[src/rtl/aimc_pkg.sv]
// Shared constants and carriers of the converter input selector control.
// Assumes a single 250 MHz APB clock; analog parts sit outside the RTL.
package aimc_pkg;

  // ****************************************
  // Timing
  // ****************************************
  localparam int unsigned CLK_MHZ         = 250;
  localparam int unsigned MAX_RATE_SPS    = 100000;
  localparam int unsigned CONV_PERIOD_NS  = 1000000000 / MAX_RATE_SPS;
  localparam int unsigned CONV_MIN_CYCLES = (CONV_PERIOD_NS * CLK_MHZ + 999) / 1000;
  localparam int unsigned RES_BITS        = 10;
  localparam int unsigned TRACK_TICKS     = 3;
  localparam int unsigned SAR_STEPS       = TRACK_TICKS + RES_BITS;
  localparam int unsigned SAR_DIV_DEF     = (CONV_MIN_CYCLES + SAR_STEPS - 1) / SAR_STEPS;

  // ****************************************
  // Register map and fields
  // ****************************************
  localparam logic [7:0] ADDR_CTRL = 8'h00;
  localparam logic [7:0] ADDR_REF  = 8'h04;
  localparam logic [7:0] ADDR_SEL  = 8'h08;
  localparam logic [7:0] ADDR_PAIR = 8'h0C;
  localparam logic [7:0] ADDR_STAT = 8'h10;
  localparam logic [7:0] ADDR_MASK = 8'h14;
  localparam logic [7:0] ADDR_DATA = 8'h18;

  localparam int unsigned CTRL_EN_BIT    = 0;
  localparam int unsigned CTRL_START_BIT = 1;
  localparam int unsigned REF_BIAS_BIT   = 0;
  localparam int unsigned STAT_DONE_BIT  = 0;

  localparam logic [3:0] SEL_RST   = 4'h0;
  localparam logic [3:0] PAIR_RST  = 4'h0;
  localparam logic [3:0] TEMP_SRC  = 4'h8;
  localparam logic [9:0] CODE_MID  = 10'h200;

  // ****************************************
  // Types
  // ****************************************
  typedef enum logic [1:0] {
    AIMC_IDLE  = 2'b00,
    AIMC_TRACK = 2'b01,
    AIMC_CONV  = 2'b10
  } aimc_fsm_t;

  typedef struct packed {
    logic [3:0] pos;
    logic [2:0] neg;
    logic       diff;
    logic       temp;
  } aimc_mux_t;

  typedef struct packed {
    logic        en;
    logic        bias;
    logic [3:0]  chsel;
    logic [3:0]  pair;
    logic        mask;
    logic        done;
    aimc_fsm_t   fsm;
    logic [11:0] div;
    logic [3:0]  tick;
    logic [9:0]  code;
    logic [9:0]  result;
    logic        diff_cap;
    logic        cmp_s1;
    logic        cmp_s2;
    logic [31:0] prdata;
    logic        pready;
    logic        pslverr;
    aimc_mux_t   mux;
    logic        th;
    logic        pwr;
    logic        shdn;
    logic        irq;
  } aimc_state_t;

endpackage : aimc_pkg

[src/rtl/aimc_top.sv]
// Converter subsystem control: enable gating, input selector, SAR sequencer.
// Assumes an APB master on pclk and an external comparator and DAC.
`timescale 1ns/100ps
module aimc_top
  import aimc_pkg::*;
#(
  parameter int unsigned SAR_DIV = SAR_DIV_DEF
) (
  // Clock and reset
  input  wire logic        pclk,
  input  wire logic        presetn,
  // APB slave
  input  wire logic        psel,
  input  wire logic        penable,
  input  wire logic        pwrite,
  input  wire logic [7:0]  paddr,
  input  wire logic [31:0] pwdata,
  output logic      [31:0] prdata,
  output logic             pready,
  output logic             pslverr,
  // Analog front end
  input  wire logic        cmp_in,
  output aimc_mux_t        mux_sel,
  output logic      [9:0]  dac_code,
  output logic             track_hold,
  output logic             conv_power,
  output logic             conv_shutdown,
  output logic             bias_enable,
  // Interrupt
  output logic             irq
);

  // ****************************************
  // State
  // ****************************************
  aimc_state_t q;
  aimc_state_t d;
  logic        busy;
  logic        acc_req;
  logic        acc_wr;
  logic        sar_tick;
  logic        start;
  logic        done_set;
  logic        hit;
  logic [31:0] rdata;
  logic [9:0]  code_n;

  assign busy     = (q.fsm != AIMC_IDLE);
  assign acc_req  = psel & penable & ~q.pready;
  assign acc_wr   = psel & penable & q.pready & pwrite;
  // SAR_DIV below 3 judges a stale comparator through the synchroniser
  assign sar_tick = (q.div == 12'(SAR_DIV - 1));

  // ****************************************
  // Read decode
  // ****************************************
  always_comb begin
    rdata = 32'h0000_0000;
    hit   = 1'b1;
    if (paddr == ADDR_CTRL) begin
      rdata[CTRL_EN_BIT]    = q.en;
      rdata[CTRL_START_BIT] = busy;
    end else if (paddr == ADDR_REF) begin
      rdata[REF_BIAS_BIT] = q.bias;
    end else if (paddr == ADDR_SEL) begin
      rdata[3:0] = q.chsel;
    end else if (paddr == ADDR_PAIR) begin
      rdata[3:0] = q.pair;
    end else if (paddr == ADDR_STAT) begin
      rdata[STAT_DONE_BIT] = q.done;
    end else if (paddr == ADDR_MASK) begin
      rdata[STAT_DONE_BIT] = q.mask;
    end else if (paddr == ADDR_DATA) begin
      rdata[9:0] = q.result;
    end else begin
      hit = 1'b0;
    end
  end

  // ****************************************
  // Next state
  // ****************************************
  always_comb begin
    d        = q;
    start    = 1'b0;
    done_set = 1'b0;
    code_n   = q.code;
    d.cmp_s1 = cmp_in;
    d.cmp_s2 = q.cmp_s1;
    // One wait state so read data comes from a flop
    d.pready  = acc_req;
    d.prdata  = acc_req ? rdata : 32'h0000_0000;
    d.pslverr = acc_req & ~hit;
    if (acc_wr) begin
      if (paddr == ADDR_CTRL) begin
        d.en  = pwdata[CTRL_EN_BIT];
        start = pwdata[CTRL_START_BIT];
      end else if (paddr == ADDR_REF) begin
        d.bias = pwdata[REF_BIAS_BIT];
      end else if (paddr == ADDR_SEL) begin
        d.chsel = pwdata[3:0];
      end else if (paddr == ADDR_PAIR) begin
        d.pair = pwdata[3:0];
      end else if (paddr == ADDR_STAT) begin
        if (pwdata[STAT_DONE_BIT]) begin
          d.done = 1'b0;
        end
      end else if (paddr == ADDR_MASK) begin
        d.mask = pwdata[STAT_DONE_BIT];
      end
    end
    // SAR step divider caps the sample rate
    if (busy && !sar_tick) begin
      d.div = q.div + 12'h001;
    end else begin
      d.div = 12'h000;
    end
    case (q.fsm)
      AIMC_IDLE: begin
        if (start && q.en) begin
          d.fsm      = AIMC_TRACK;
          d.tick     = 4'h0;
          d.th       = 1'b1;
          d.diff_cap = q.mux.diff;
        end
      end
      AIMC_TRACK: begin
        if (sar_tick) begin
          if (q.tick == 4'(TRACK_TICKS - 1)) begin
            d.fsm  = AIMC_CONV;
            d.th   = 1'b0;
            d.tick = 4'(RES_BITS - 1);
            d.code = CODE_MID;
          end else begin
            d.tick = q.tick + 4'h1;
          end
        end
      end
      AIMC_CONV: begin
        if (sar_tick) begin
          if (!q.cmp_s2) begin
            code_n[q.tick] = 1'b0;
          end
          d.code = code_n;
          if (q.tick == 4'h0) begin
            // Offset binary becomes two's complement by flipping the MSB
            d.result = q.diff_cap ? {~code_n[9], code_n[8:0]} : code_n;
            d.fsm    = AIMC_IDLE;
            done_set = 1'b1;
          end else begin
            d.tick              = q.tick - 4'h1;
            d.code[q.tick - 4'h1] = 1'b1;
          end
        end
      end
      default: begin
        d.fsm = AIMC_IDLE;
      end
    endcase
    // Disable aborts at once; the busy fall still flags done
    if (!d.en) begin
      d.fsm  = AIMC_IDLE;
      d.th   = 1'b0;
      d.code = 10'h000;
      d.div  = 12'h000;
      if (busy) begin
        done_set = 1'b1;
      end
    end
    // Hardware set wins over a same-cycle clear
    if (done_set) begin
      d.done = 1'b1;
    end
    // Selector follows the registers live, even mid-conversion
    if (d.chsel[3]) begin
      d.mux = '{pos: TEMP_SRC, neg: 3'h0, diff: 1'b0, temp: 1'b1};
    end else if (d.pair[d.chsel[2:1]]) begin
      d.mux.pos  = {1'b0, d.chsel[2:1], 1'b0};
      d.mux.neg  = {d.chsel[2:1], 1'b1};
      d.mux.diff = 1'b1;
      d.mux.temp = 1'b0;
    end else begin
      d.mux = '{pos: {1'b0, d.chsel[2:0]}, neg: 3'h0, diff: 1'b0, temp: 1'b0};
    end
    d.pwr  = d.en;
    d.shdn = ~d.en;
    d.irq  = d.done & d.mask;
  end

  // ****************************************
  // Registers
  // ****************************************
  always_ff @(posedge pclk or negedge presetn) begin
    if (!presetn) begin
      q       <= '0;
      q.chsel <= SEL_RST;
      q.pair  <= PAIR_RST;
      q.fsm   <= AIMC_IDLE;
      q.shdn  <= 1'b1;
    end else begin
      q <= d;
    end
  end

  assign prdata        = q.prdata;
  assign pready        = q.pready;
  assign pslverr       = q.pslverr;
  assign mux_sel       = q.mux;
  assign dac_code      = q.code;
  assign track_hold    = q.th;
  assign conv_power    = q.pwr;
  assign conv_shutdown = q.shdn;
  assign bias_enable   = q.bias;
  assign irq           = q.irq;

  // ****************************************
  // Assertions
  // ****************************************
  logic [15:0] ast_cnt;
  logic        wr_ctrl;
  logic        wr_sel;
  logic        wr_pair;

  assign wr_ctrl = acc_wr && (paddr == ADDR_CTRL);
  assign wr_sel  = acc_wr && (paddr == ADDR_SEL);
  assign wr_pair = acc_wr && (paddr == ADDR_PAIR);

  always_ff @(posedge pclk or negedge presetn) begin
    if (!presetn) begin
      ast_cnt <= 16'h0000;
    end else begin
      ast_cnt <= busy ? ast_cnt + 16'h0001 : 16'h0000;
    end
  end
endmodule : aimc_top

[config.mk]
export PLATFORM = sky130hd
export DESIGN_NAME = aimc_top
export DESIGN_NICKNAME = d
export VERILOG_FILES = /design/src/rtl/aimc_pkg.sv /design/src/rtl/aimc_top.sv
export SDC_FILE = /design/constraint.sdc
export NUM_CORES = 1
export LEC_CHECK = 0
export BUFFER_PORTS_ARGS = -buffer_cell sky130_fd_sc_hd__buf_2
export CAP_MARGIN = 40
export CELL_PAD_IN_SITES_DETAIL_PLACEMENT = 2
export CELL_PAD_IN_SITES_GLOBAL_PLACEMENT = 2
export CORE_ASPECT_RATIO = 1.2
export CORE_MARGIN = 1
export CORE_UTILIZATION = 32
export DETAILED_ROUTE_END_ITERATION = 6
export PLACE_DENSITY = 0.83
export SLEW_MARGIN = 10
export SYNTH_ARGS = -nofsm -noshare
export SYNTH_HDL_FRONTEND = slang
export SYNTH_SLANG_ARGS = --single-unit
[constraint.sdc]
create_clock -name pclk -period 2.8 [get_ports pclk]
set_input_delay 0.42 -clock pclk [delete_from_list [all_inputs] [get_ports pclk]]
set_output_delay 0.42 -clock pclk [all_outputs]
set_load 0.02 [all_outputs]
# [Yosys cells after proc, flatten, opt, wreduce, memory -nomap -nowiden]
# Cells that the tools add are included.
[op_classes] n_addsub=3 n_lt_le_gt_ge=5 eq_ne=21 n_mux=83 bitwise_logic=14 n_reduce_logical=17
[op_table] cell="10-bit two-way mux" count=16
[op_table] cell="14-bit two-way mux" count=3
[op_table] cell="9-bit two-way mux" count=4
[op_table] cell="1-bit two-way mux" count=31
[op_table] cell="8-bit by 5-bit equality test with 1-bit output (second input constant)" count=3
[op_table] cell="12-bit two-way mux" count=2
[op_table] cell="24-bit two-way mux" count=1
[op_table] cell="4-bit two-way mux" count=6
[op_table] cell="6-bit two-way mux" count=4
[op_table] cell="10-bit one-hot mux with 2 select lines" count=1
[op_table] cell="8-bit by 4-bit equality test with 1-bit output (second input constant)" count=2
[op_table] cell="3-bit != test (second input constant)" count=5
[op_table] cell="2-bit two-way mux" count=7
[op_table] cell="12-bit by 1-bit adder with 12-bit output (second input constant)" count=1
[op_table] cell="12-bit by 8-bit equality test with 1-bit output (second input constant)" count=1
[op_table] cell="4-bit one-hot mux with 3 select lines" count=1
[op_table] cell="11-bit two-way mux" count=1
[op_table] cell="10-bit AND" count=1
[op_table] cell="4-bit by 5-bit less-than comparator with 1-bit output (second input constant)" count=2
[op_table] cell="10-bit NOT" count=1
[op_table] cell="10-bit OR" count=1
[op_table] cell="5-bit AND reduction" count=2
[op_table] cell="1-bit demux with 4-bit select" count=2
[op_table] cell="8-bit by 3-bit equality test with 1-bit output (second input constant)" count=1
[op_table] cell="other kinds (25)" count=44
[word_totals] reg_bits=77 in_bits=46

# [Longest topological paths before layout]
# Gate-level depths: netlist of the first run.
[logic_depth] word_depth=15 depth_mapped=9 mapped_depth_nobuf=8

# [Least setup slack after synthesis of the first run]
# Ideal clock, no wire load.
[synth_path] kind="input port to flip-flop" start="in paddr[7]" end="reg q (netlist bit mux_sel[2])" arrival_ns=2.458 required_time_ns=2.681 slack_ns=0.223 path_stages=6 cell_sequence="or4_4 nor4_4 mux2i_1 mux2i_1 a21oi_1 o21ba_2"
[synth_via] elab_chain_cells=10
[synth_rtl] item="from (decl)" line_no="aimc_top.sv:16" source="input wire logic [7:0] paddr,"
[synth_rtl] item="8-bit by 4-bit equality test with 1-bit output"
[synth_rtl] item="4-bit two-way mux" line_no="aimc_top.sv:102" source="end else if (paddr == ADDR_PAIR) begin"
[synth_rtl] item="6-bit two-way mux" line_no="aimc_top.sv:100" source="end else if (paddr == ADDR_SEL) begin"
[synth_rtl] item="10-bit two-way mux" line_no="aimc_top.sv:98" source="end else if (paddr == ADDR_REF) begin"
[synth_rtl] item="11-bit two-way mux *" line_no="aimc_top.sv:95" source="if (paddr == ADDR_CTRL) begin"
[synth_rtl] item="12-bit two-way mux *" line_no="aimc_top.sv:94" source="if (acc_wr) begin"
[synth_rtl] item="1-bit binary-select mux with 2-bit select" line_no="aimc_top.sv:177" source="end else if (d.pair[d.chsel[2:1]]) begin"
[synth_rtl] item="1-bit two-way mux (implied by the code)" line_no="aimc_top.sv:177"
[synth_rtl] item="6-bit two-way mux" line_no="aimc_top.sv:177"
[synth_rtl] item="9-bit two-way mux *" line_no="aimc_top.sv:175" source="if (d.chsel[3]) begin"
[synth_rtl] item="to (decl)" line_no="aimc_top.sv:36" source="aimc_state_t q;"
# Every way passes the cells marked *; elsewhere a longest branch is shown, timed or not. The select of a mux whose other input is x is not followed.
# A chain may end at the register's enable or synchronous reset.

# [Worst setup path after layout of the first run]
[layout_path] start="reg q[86] (netlist name)" end="reg q (netlist bit dac_code[2])"
[layout_via] elab_chain_cells=3
[layout_rtl] item="2-bit equality test or 2-bit by 1-bit equality test with 1-bit output (tied branches)" line_no="aimc_top.sv:118" source="case (q.fsm)"
[layout_rtl] item="3-bit by 1-bit != test with 1-bit output (no source line), or another cell as far along"
[layout_rtl] item="4-bit AND reduction (no source line) or 10-bit two-way mux (tied branches)"
# Several ways; a longest one is shown, not always the timed one.

==> results of run 1 <==
## through the flow
step	total power, mW	util [%]	worst slack, ns
after floorplan	1.18	-	0.223
after global placement	1.20	34.7	0.344
after detailed placement	1.21	34.9	0.270
after CTS	2.72	37.9	0.275
after global routing	2.77	37.9	0.156
final	2.70	37.9	0.279
## registers in the layout (all words and copies together) (netlist names)
signal         flops
track_hold         1
conv_shutdown      1
bias_enable        1
conv_power         1
mux_sel            6
q                 40
pslverr            1
prdata            10
irq                1
pready             1
d                  1
dac_code          10
## cell type report
type | count | area (µm²) | area share [%]
multi-input combinational | 306 | 1860 | 38.7
sequential | 74 | 1850 | 38.6
timing repair buffer | 74 | 438 | 9.11
clock buffer | 11 | 233 | 4.84
tap | 164 | 205 | 4.27
clock inverter | 5 | 150 | 3.12
inverter | 18 | 67.6 | 1.41
## routing by layer
| layer | wire, µm | part of all wire (%) |
|---|---|---|
| met1 | 4780 | 39 |
| met2 | 6670 | 55 |
| met3 | 356 | 2.9 |
| met4 | 359 | 2.9 |
| met5 | 0 | 0 |
## power by group through the flow
stage	clock network (mW)	logic, mW	registers, mW
floorplan	0	0.0777	1.10
global route	1.57	0.123	1.08
global placement	0	0.105	1.10
CTS	1.53	0.114	1.08
finish	1.51	0.112	1.08
detailed placement	0	0.112	1.10
## worst max-delay path by stage
stage                   from           to  cells after the start
floorplan           paddr[7]   mux_sel[2]                      6
global placement    paddr[7]  dac_code[2]                     10
detailed placement  paddr[7]   mux_sel[2]                      8
CTS                    q[79]  dac_code[2]                      7
global route           q[86]  dac_code[2]                      6
finish                 q[86]  dac_code[2]                      6
## logic make-up after synthesis
kind of cell	Yosys count	synth area share, %
xor+xnor	11	2.31
compound gates	88	13.9
other cells	1	0.0899
simple gates	160	19.6
flops	74	44.4
mux	19	4.89
fa+ha+maj	6	1.80
buf+inv	87	13.0
## cell usage in the layout (no fill, tap or decap), types with 3 or more instances in the layout
master / n
dfrtp_1: 73
buf_2: 52
nand2_1: 45
nor2_1: 36
o21ai_0: 30
conb_1: 22
buf_4: 21
inv_1: 18
a21oi_1: 14
nand3_1: 13
nor3_1: 12
mux2_2: 11
clkbuf_16: 9
mux2i_1: 8
and2_1: 8
nor4_1: 6
nand4_1: 6
or3_1: 6
xor2_1: 6
nand2b_1: 6
o31ai_1: 6
ha_1: 6
xnor2_1: 5
or2_2: 5
a211oi_1: 5
bufinv_16: 5
nand3b_1: 4
o22ai_1: 4
and3_1: 3
o211ai_1: 3
a22o_1: 3
==> impl_metrics.py, run 1 <==
metrics = {
    "setup_path": {
        "arrival_ns": 2.76,
        "slowest_delay_ns": 0.70,
        "crit_path_max_fanout": 7,
        "worst_setup_path_start_kind": "register",
        "r2r-start": "q[86]",
        "reg2reg_to": "dac_code[2]",
        "path_delay_family": "simple AND/OR/NAND/NOR gates",
        "path_buf_inv": 2,
        "worstPathRequired_ns": 3.04,
        "slowest_stage": "or4_1",
        "r2r_setup_slack_ns": 0.28,
        "path_class": "register to register",
        "path_common_cell": "inv_1",
        "endpoint_kind": "register",
        "crit_chain": "inv_1 > ha_1 > inv_1 > or4_1 > or3_4 > o41ai_2",
        "worst-r2r-cell-count": 6,
    },
    "grt": {
        "grt.met3_usage_pct": 3.16,
        "track_usage_pct": 19.0,
        "grt_most_used_layer": "met2",
        "met2_usage_pct": 36.0,
        "grt_pass1_vias": 3774,
        "antenna_found_initial": 0,
        "overflow": 0,
        "gr-usage-met1_pct": 20.5,
        "grt_pass1_wl_mm": 19.9,
        "grt_max_degree": 40,
    },
    "cts": {
        "clk_latency_ns": 0.34,
        "cts_resized": 0,
        "ctsLongestPathBuffers": 2,
        "clk_pin_slew_ns": 0.06,
        "postCtsHoldBufs": 0,
        "cts_tree": "built",
        "clock-root-buffer": "clkbuf_16",
        "cts_setup_buffers": 0,
        "htree_num_levels": 3,
        "cts.sinks": 74,
        "cts_buffers": 9,
    },
    "flow_run": {
        "maxCapViolCount": 0,
    },
    "synth": {
        "yosysWarnings": 0,
        "syn_area_um2": 4170,
        "synth_top_area_share_pct": 43.8,
        "syn_inst": 446,
        "yosysMostFrequentCell": "dfrtp_1",
        "async_reset_ff_share_pct": 100,
        "ys_seq_elements": 74,
        "synthTopCellsByCount": "73 x dfrtp_1, 54 x buf_4, 45 x nand2_1",
        "seq_area_frac_synth_pct": 44.4,
        "synth_top_area_cell": "dfrtp_1",
        "ys_top_cells_by_area": "dfrtp_1 44%, buf_4 9.7%, nand2_1 4.0%",
        "synth_cell_type_count": 59,
        "ys.flop_type": "dfrtp_1",
        "synth.avg_cell_area_um2": 9.36,
        "synth_edf_count": 0,
    },
    "power": {
        "intPower_mw": 2.15,
        "peakVddDrop_mv": 0.255,
        "pwr-share-comb_pct": 4.1,
        "pwr-share-seq_pct": 39.9,
        "switchingPower_mw": 0.549,
        "power.share.switching_pct": 20.3,
        "pwr-share-clk_pct": 55.9,
        "leakagePower_nw": 2.21,
        "powerDensity_nw_per_um2": 562,
    },
    "timing": {
        "fin_hold_ws_ns": 0.0437,
        "timing.final.max_slew_violations": 0,
        "fmax_mhz": 397,
        "layout_min_cycle_time_ns": 2.52,
        "setup_viol": 0,
        "grt_setup_unrepaired": "no",
        "tightest_slew_ns": 0.510,
        "finalCritPeriodShare_pct": 90.1,
        "tns_ns": 0,
        "hold_violations": 0,
        "relSlewSlack_pct": 66.0,
        "clock_skew_ns": 0.00522,
    },
    "floorplan": {
        "die_height_um": 127,
        "die_w_um": 106,
        "io_pins": 104,
        "dieArea_um2": 13500,
        "start_util_pct": 32.9,
        "core-area_um2": 12700,
        "rows": 45,
    },
    "run_status": {
        "status": "completed",
    },
    "route": {
        "vias": 3386,
        "drc": 0,
        "routedWlPerCell_um": 18.7,
        "ant_nets": 0,
        "wl_mm": 12.2,
        "via_per_inst": 5.19,
        "drt-pass1-iter-count": 4,
        "drt_iter0_markers": 137,
    },
    "final_layout": {
        "num-nets-final": 535,
        "fin_cells": 652,
        "insertedDiodeCount": 0,
        "area_growth_pct": 15.1,
        "n_fill_cell": 1387,
        "drive_above_1_share_pct": 23.2,
        "final_area_um2": 4800,
    },
    "placement": {
        "post_dp_cell_area_um2": 4420,
        "dpl.hpwl_mm": 8.46,
        "port_buffers": 53,
        "gp_congestion": 0.815,
        "dpl.cell_count": 636,
    },
    "min_path": {
        "hp-class": "input port to async pin",
    },
}
Power figures use the tool's default switching activity.
==> run 2: changes to the inputs <==
ABC_AREA = 1   (was default)
CORE_UTILIZATION = 31   (was 32)
==> run 2 against run 1 <==
Compared with the run above: final area shrank 0.52%; clock skew hardly changed; die area is 6.2% higher; total power shrank 13%; critical path type unchanged; synthesized cell count rose by 18%; critical endpoint unchanged; flip-flop and latch count did not move; combinational power hardly changed.
==> impl_metrics.py, run 2 <==
metrics = {
    "final_layout": {
        "final_common_cell": "nand2_1",
        "layout_common_cells": "116 x nand2_1, 73 x dfrtp_1, 64 x inv_1",
        "insertedDiodeCount": 0,
        "n_fill_cell": 1516,
        "largest_register_ffs": 40,
        "area_growth_pct": 11.2,
        "num-nets-final": 611,
        "top_register": "q",
        "fin_cells": 731,
        "drive_above_1_share_pct": 19.9,
    },
    "setup_path": {
        "crit_path_max_fanout": 9,
        "arrival_ns": 2.20,
        "worst-r2r-cell-count": 7,
        "r2r-start": "q[87]",
        "crit_cells": 7,
        "worstPathRequired_ns": 3.00,
        "slowest_delay_ns": 0.42,
        "worst_setup_path_start_kind": "register",
        "path_delay_family": "simple AND/OR/NAND/NOR gates",
        "reg2reg_to": "dac_code[2]",
        "slowest_stage": "dfrtp_1",
        "crit_chain": "inv_1 > ha_1 > inv_1 > nor2_1 > nor2_1 > nand2_1 > o21ai_0",
        "path_class": "register to register",
        "endpoint_kind": "register",
        "path_buf_inv": 2,
        "r2r_setup_slack_ns": 0.80,
    },
    "power": {
        "peakVddDrop_mv": 0.246,
        "leakagePower_nw": 2.37,
        "powerDensity_nw_per_um2": 491,
    },
    "route": {
        "drc": 0,
        "via_per_inst": 4.79,
        "drt_iter0_markers": 100,
        "vias": 3503,
        "routedWlPerCell_um": 16.6,
        "wl_mm": 12.1,
        "drt-pass1-iter-count": 4,
        "ant_nets": 0,
    },
    "timing": {
        "fin_hold_ws_ns": 0.185,
        "fmax_mhz": 501,
        "grt_setup_unrepaired": "no",
        "finalCritPeriodShare_pct": 71.3,
        "clock_skew_ns": 0.00525,
        "layout_min_cycle_time_ns": 2.00,
        "timing.final.max_slew_violations": 0,
        "tightest_slew_ns": 0.499,
        "setup_viol": 0,
        "relSlewSlack_pct": 66.5,
        "hold_violations": 0,
        "tns_ns": 0,
    },
    "cts": {
        "cts.sinks": 74,
        "clk_latency_ns": 0.34,
        "cts_setup_buffers": 0,
        "cts_tree": "built",
        "clock-root-buffer": "clkbuf_16",
        "ctsLongestPathBuffers": 2,
        "clk_pin_slew_ns": 0.06,
        "cts_buffers": 9,
        "htree_num_levels": 3,
    },
    "run_status": {
        "status": "completed",
    },
    "floorplan": {
        "start_util_pct": 32.2,
        "die_height_um": 131,
        "die_w_um": 109,
        "io_pins": 104,
        "core-area_um2": 13400,
        "rows": 46,
        "dieArea_um2": 14300,
    },
    "grt": {
        "grt_pass1_wl_mm": 20.1,
        "track_usage_pct": 18.5,
        "grt_pass1_vias": 4028,
        "grt_max_degree": 56,
        "overflow": 0,
        "antenna_found_initial": 0,
    },
    "synth": {
        "seq_area_frac_synth_pct": 43.1,
        "ys.flop_type": "dfrtp_1",
        "synthAdderAreaFrac_pct": 1.75,
        "synth_top_area_cell": "dfrtp_1",
        "yosysWarnings": 0,
        "synthMuxAreaShare_pct": 0.262,
        "synthTopCellsByCount": "116 x nand2_1, 73 x dfrtp_1, 64 x inv_1",
        "synth_cell_type_count": 44,
        "synth_xor_area_share_pct": 1.22,
        "synth.avg_cell_area_um2": 8.16,
        "synth_top_family_by_area": "simple AND/OR/NAND/NOR gates",
        "synth-simple-area-share_pct": 29.1,
        "yosysMostFrequentCell": "nand2_1",
        "ys_seq_elements": 74,
        "syn_inst": 527,
        "ys_top_cells_by_area": "dfrtp_1 43%, nand2_1 10%, buf_4 8.9%",
        "syn_area_um2": 4300,
        "synth_edf_count": 0,
        "synth_compound_gate_area_share_pct": 8.47,
        "synth_top_area_share_pct": 42.5,
        "async_reset_ff_share_pct": 100,
    },
    "placement": {
        "dpl.cell_count": 715,
        "port_buffers": 53,
        "dpl.hpwl_mm": 9.04,
        "gp_congestion": 0.856,
    },
    "min_path": {
        "min_from": "cmp_in",
        "hold_path_end": "d[47]",
        "hold_path_depth": 1,
        "hp-class": "input port to register",
    },
    "flow_run": {
        "maxCapViolCount": 0,
    },
}
[run 2: cell types whose count changed after synthesis, moves of 6 or more]
cell      change
mux2_2       -10
nand2_1      +71
nand2b_1      -6
nor2_1       +16
inv_1        +46
clkbuf_1      -9
mux2i_1       -8
nor2_4        +7
or3_1         -6
nand3_1      +16
nor4_1        -6
[run 2: metal layers]
metal	vias to the layer above	GRT usage (%)	routed length, µm
li1	1659	-	-
met4	0	9.73	357
met3	26	2.68	296
met2	63	35.2	6800
met1	1755	19.5	4690
met5	-	0	0
[run 2: cell families after synthesis]
| group | count (synthesis) |
|---|---|
| mux | 1 |
| fa+ha+maj | 6 |
| compound gates | 65 |
| buf+inv | 127 |
| other cells | 1 |
| simple gates | 247 |
| xor+xnor | 6 |
| flops | 74 |
[run 2: final cells by class]
type	instances	area [µm²]	area share, %
Timing Repair Buffer	56	313	6.54
Clock inverter	6	67.6	1.41
Sequential cell	74	1850	38.8
Multi-Input combinational cell	347	1840	38.5
Inverter	71	273	5.71
Clock buffer	9	225	4.71
Tap cell	168	210	4.40
[run 2: report_power, final]
| part | leakage [nW] | switching, mW | internal [mW] |
|---|---|---|---|
| combinational | 1.24 | 0.0906 | 0.0248 |
| sequential | 0.998 | 0.00381 | 1.07 |
| clock | 0.138 | 0.465 | 0.688 |
[run 2: how the worst max path moves through the flow]
stage	from	slack, ns	endpoint
after global routing	q[87]	0.64	dac_code[8]
final	q[87]	0.80	dac_code[2]
after global placement	q[87]	0.92	dac_code[7]
after floorplan	q[86]	1.26	dac_code[4]
after detailed placement	psel	0.83	q[86]
after CTS	q[87]	0.74	dac_code[2]
[run 2: timing repair]
action                                 in CTS  in global routing
endpoints found under the hold margin      18                  0
resized for setup                           0                  0
hold buffers                                1                  0
[run 2: through the flow]
step           util [%]  power (mW)  setup WS, ns  cell area (µm²)
2_1_floorplan         -        1.18          1.26             4380
3_5_place_dp       33.5        1.21         0.826             4480
4_1_cts            35.8        2.38         0.740             4780
3_3_place_gp       33.3        1.20         0.918             4450
5_1_grt            35.8        2.43         0.638             4780
6_report           35.8        2.35         0.804             4780
[run 2: worst register-to-register path: stages (launching register included)]
cell	delay [ns]
dfrtp_1	0.42
inv_1	0.09
ha_1	0.33
inv_1	0.17
nor2_1	0.32
nor2_1	0.11
nand2_1	0.26
o21ai_0	0.16
==> run 3: changes to the inputs <==
CORE_UTILIZATION = 28   (was 31)
PLACE_DENSITY = 0.79   (was 0.83)
clock period = 1.7 ns   (was 2.8 ns; I/O delays follow)
==> run 3 against run 2 <==
Compared with the run above: the flow now finishes with violations (negative setup slack); flip-flop and latch count stayed put; routed wire length is 17% higher; non-clock buffer count is 36 higher; clock skew hardly changed; die area is 11% higher; final cell count is 10% higher; maximum frequency is 12% higher; total power is 76% higher.
==> impl_metrics.py, run 3 (synthesized netlist as in run 2, its figures left out) <==
metrics = {
    "run_status": {
        "status": "complete, but fails checks",
        "failed_checks": "negative setup slack",
    },
    "timing": {
        "finalCritPeriodShare_pct": 105,
        "setup_ws_ns": -0.0779,
        "clock_skew_ns": 0.00540,
        "layout_min_cycle_time_ns": 1.78,
        "timing.final.max_slew_violations": 0,
        "setup_viol": 8,
        "tns_ns": -0.262,
        "grt_setup_unrepaired": "yes",
        "fmax_mhz": 562,
        "hold_violations": 0,
    },
    "cts": {
        "cts_tree": "built",
        "cts.sinks": 74,
        "cts_buffers": 9,
        "htree_num_levels": 3,
        "clk_pin_slew_ns": 0.07,
        "ctsLongestPathBuffers": 2,
        "clock-root-buffer": "clkbuf_16",
        "clk_latency_ns": 0.34,
    },
    "final_layout": {
        "n_fill_cell": 1685,
        "post-route-util_pct": 35.9,
        "final_common_cell": "nand2_1",
        "top_register": "q",
        "layout_common_cells": "106 x nand2_1, 71 x dfrtp_1, 58 x inv_1",
        "num-nets-final": 649,
        "insertedDiodeCount": 0,
        "drive_above_1_share_pct": 31.7,
        "area_growth_pct": 25.4,
        "largest_register_ffs": 40,
    },
    "route": {
        "drt_iter0_markers": 107,
        "vias": 3735,
        "ant_nets": 0,
        "drc": 0,
        "routedWlPerCell_um": 17.6,
        "via_per_inst": 4.63,
        "drt-pass1-iter-count": 4,
        "wl_mm": 14.2,
    },
    "setup_path": {
        "reg2reg_to": "dac_code[8]",
        "endpoint_kind": "register",
        "worst_setup_path_start_kind": "register",
        "r2r-start": "q[75]",
        "arrival_ns": 2.04,
        "worstPathRequired_ns": 1.96,
        "crit_path_max_fanout": 9,
        "path_class": "register to register",
        "r2r_setup_slack_ns": -0.08,
        "worst-r2r-cell-count": 9,
        "startpoint": "q[75]",
    },
    "min_path": {
        "hp-class": "input port to register",
        "hold_path_end": "d[47]",
        "min_from": "cmp_in",
        "hold_path_depth": 1,
    },
    "power": {
        "pwr-share-seq_pct": 43.0,
        "power.share.switching_pct": 24.4,
        "leakagePower_nw": 2.66,
        "pwr-share-comb_pct": 4.9,
        "pwr-share-clk_pct": 52.1,
        "power.total_mw": 4.12,
        "switchingPower_mw": 1.01,
        "intPower_mw": 3.12,
        "powerDensity_nw_per_um2": 765,
        "peakVddDrop_mv": 0.401,
    },
    "grt": {
        "grt_pass1_vias": 4127,
        "overflow": 0,
        "grt_pass1_wl_mm": 21.1,
        "track_usage_pct": 17.4,
        "antenna_found_initial": 0,
        "grt_max_degree": 29,
    },
    "floorplan": {
        "dieArea_um2": 15900,
        "io_pins": 104,
        "core-area_um2": 15000,
        "rows": 49,
        "die_w_um": 115,
        "start_util_pct": 28.6,
        "die_height_um": 138,
    },
    "placement": {
        "port_buffers": 53,
        "dpl.hpwl_mm": 9.57,
        "gp_congestion": 0.810,
        "place_ws_ns": -0.113,
    },
    "flow_run": {
        "maxCapViolCount": 0,
    },
}
run 3: per-layer routing:
metal | routed length [µm] | up-vias | share of wire, % | track usage (%)
met1 | 5240 | 1905 | 37 | 18.1
met2 | 8260 | 64 | 58 | 34.9
met5 | 0 | - | 0 | 0
li1 | - | 1741 | - | -
met3 | 312 | 25 | 2.2 | 2.46
met4 | 351 | 0 | 2.5 | 5.92
run 3: cell type report:
cell class | count | area (µm²) | area share, %
inverter | 71 | 273 | 5.06
multi-input combinational | 349 | 2070 | 38.4
clock buffer | 9 | 225 | 4.18
sequential | 74 | 1860 | 34.4
tap | 204 | 255 | 4.74
clock inverter | 7 | 100 | 1.86
timing repair buffer | 92 | 613 | 11.4
run 3: what timing repair did:
item	CTS	global route
hold buffers	1	0
setup endpoints to repair	24	38
cloned	0	2
hold endpoints to repair	22	0
gates resized for setup	18	51
pin swaps	6	12
buffers inserted	4	8
run 3: power groups by stage:
stage               sequential, mW  combinational [mW]  clock, mW
floorplan                     1.81               0.133          0
global placement              1.81               0.189          0
detailed placement            1.81               0.196          0
CTS                           1.77               0.201       2.18
global route                  1.77               0.222       2.26
finish                        1.77               0.201       2.15
run 3: worst max-delay path by stage:
stage | cells after the start | slack (ns) | to
after detailed placement | 8 | -0.11 | dac_code[3]
final | 9 | -0.08 | dac_code[8]
after global routing | 8 | -0.21 | dac_code[8]
after global placement | 9 | 0.02 | dac_code[7]
after floorplan | 8 | 0.16 | dac_code[4]
after CTS | 10 | 0.0005 | q[82]
run 3: worst max-delay path: stages, from the launching register on:
cell	delay [ns]
dfrtp_1	0.39
inv_2	0.08
ha_4	0.15
nand4_1	0.14
nor3_2	0.27
buf_4	0.16
nand2_4	0.05
nor2_4	0.12
nand2_4	0.12
o21ai_0	0.20
run 3: through the flow:
stage	hold slack [ns]	instance area, µm²	std cells
2_1_floorplan	-0.0406	4380	548
3_3_place_gp	0.182	4710	775
3_5_place_dp	0.185	4710	775
4_1_cts	0.00477	5140	796
5_1_grt	0.0124	5390	806
6_report	0.0126	5390	806
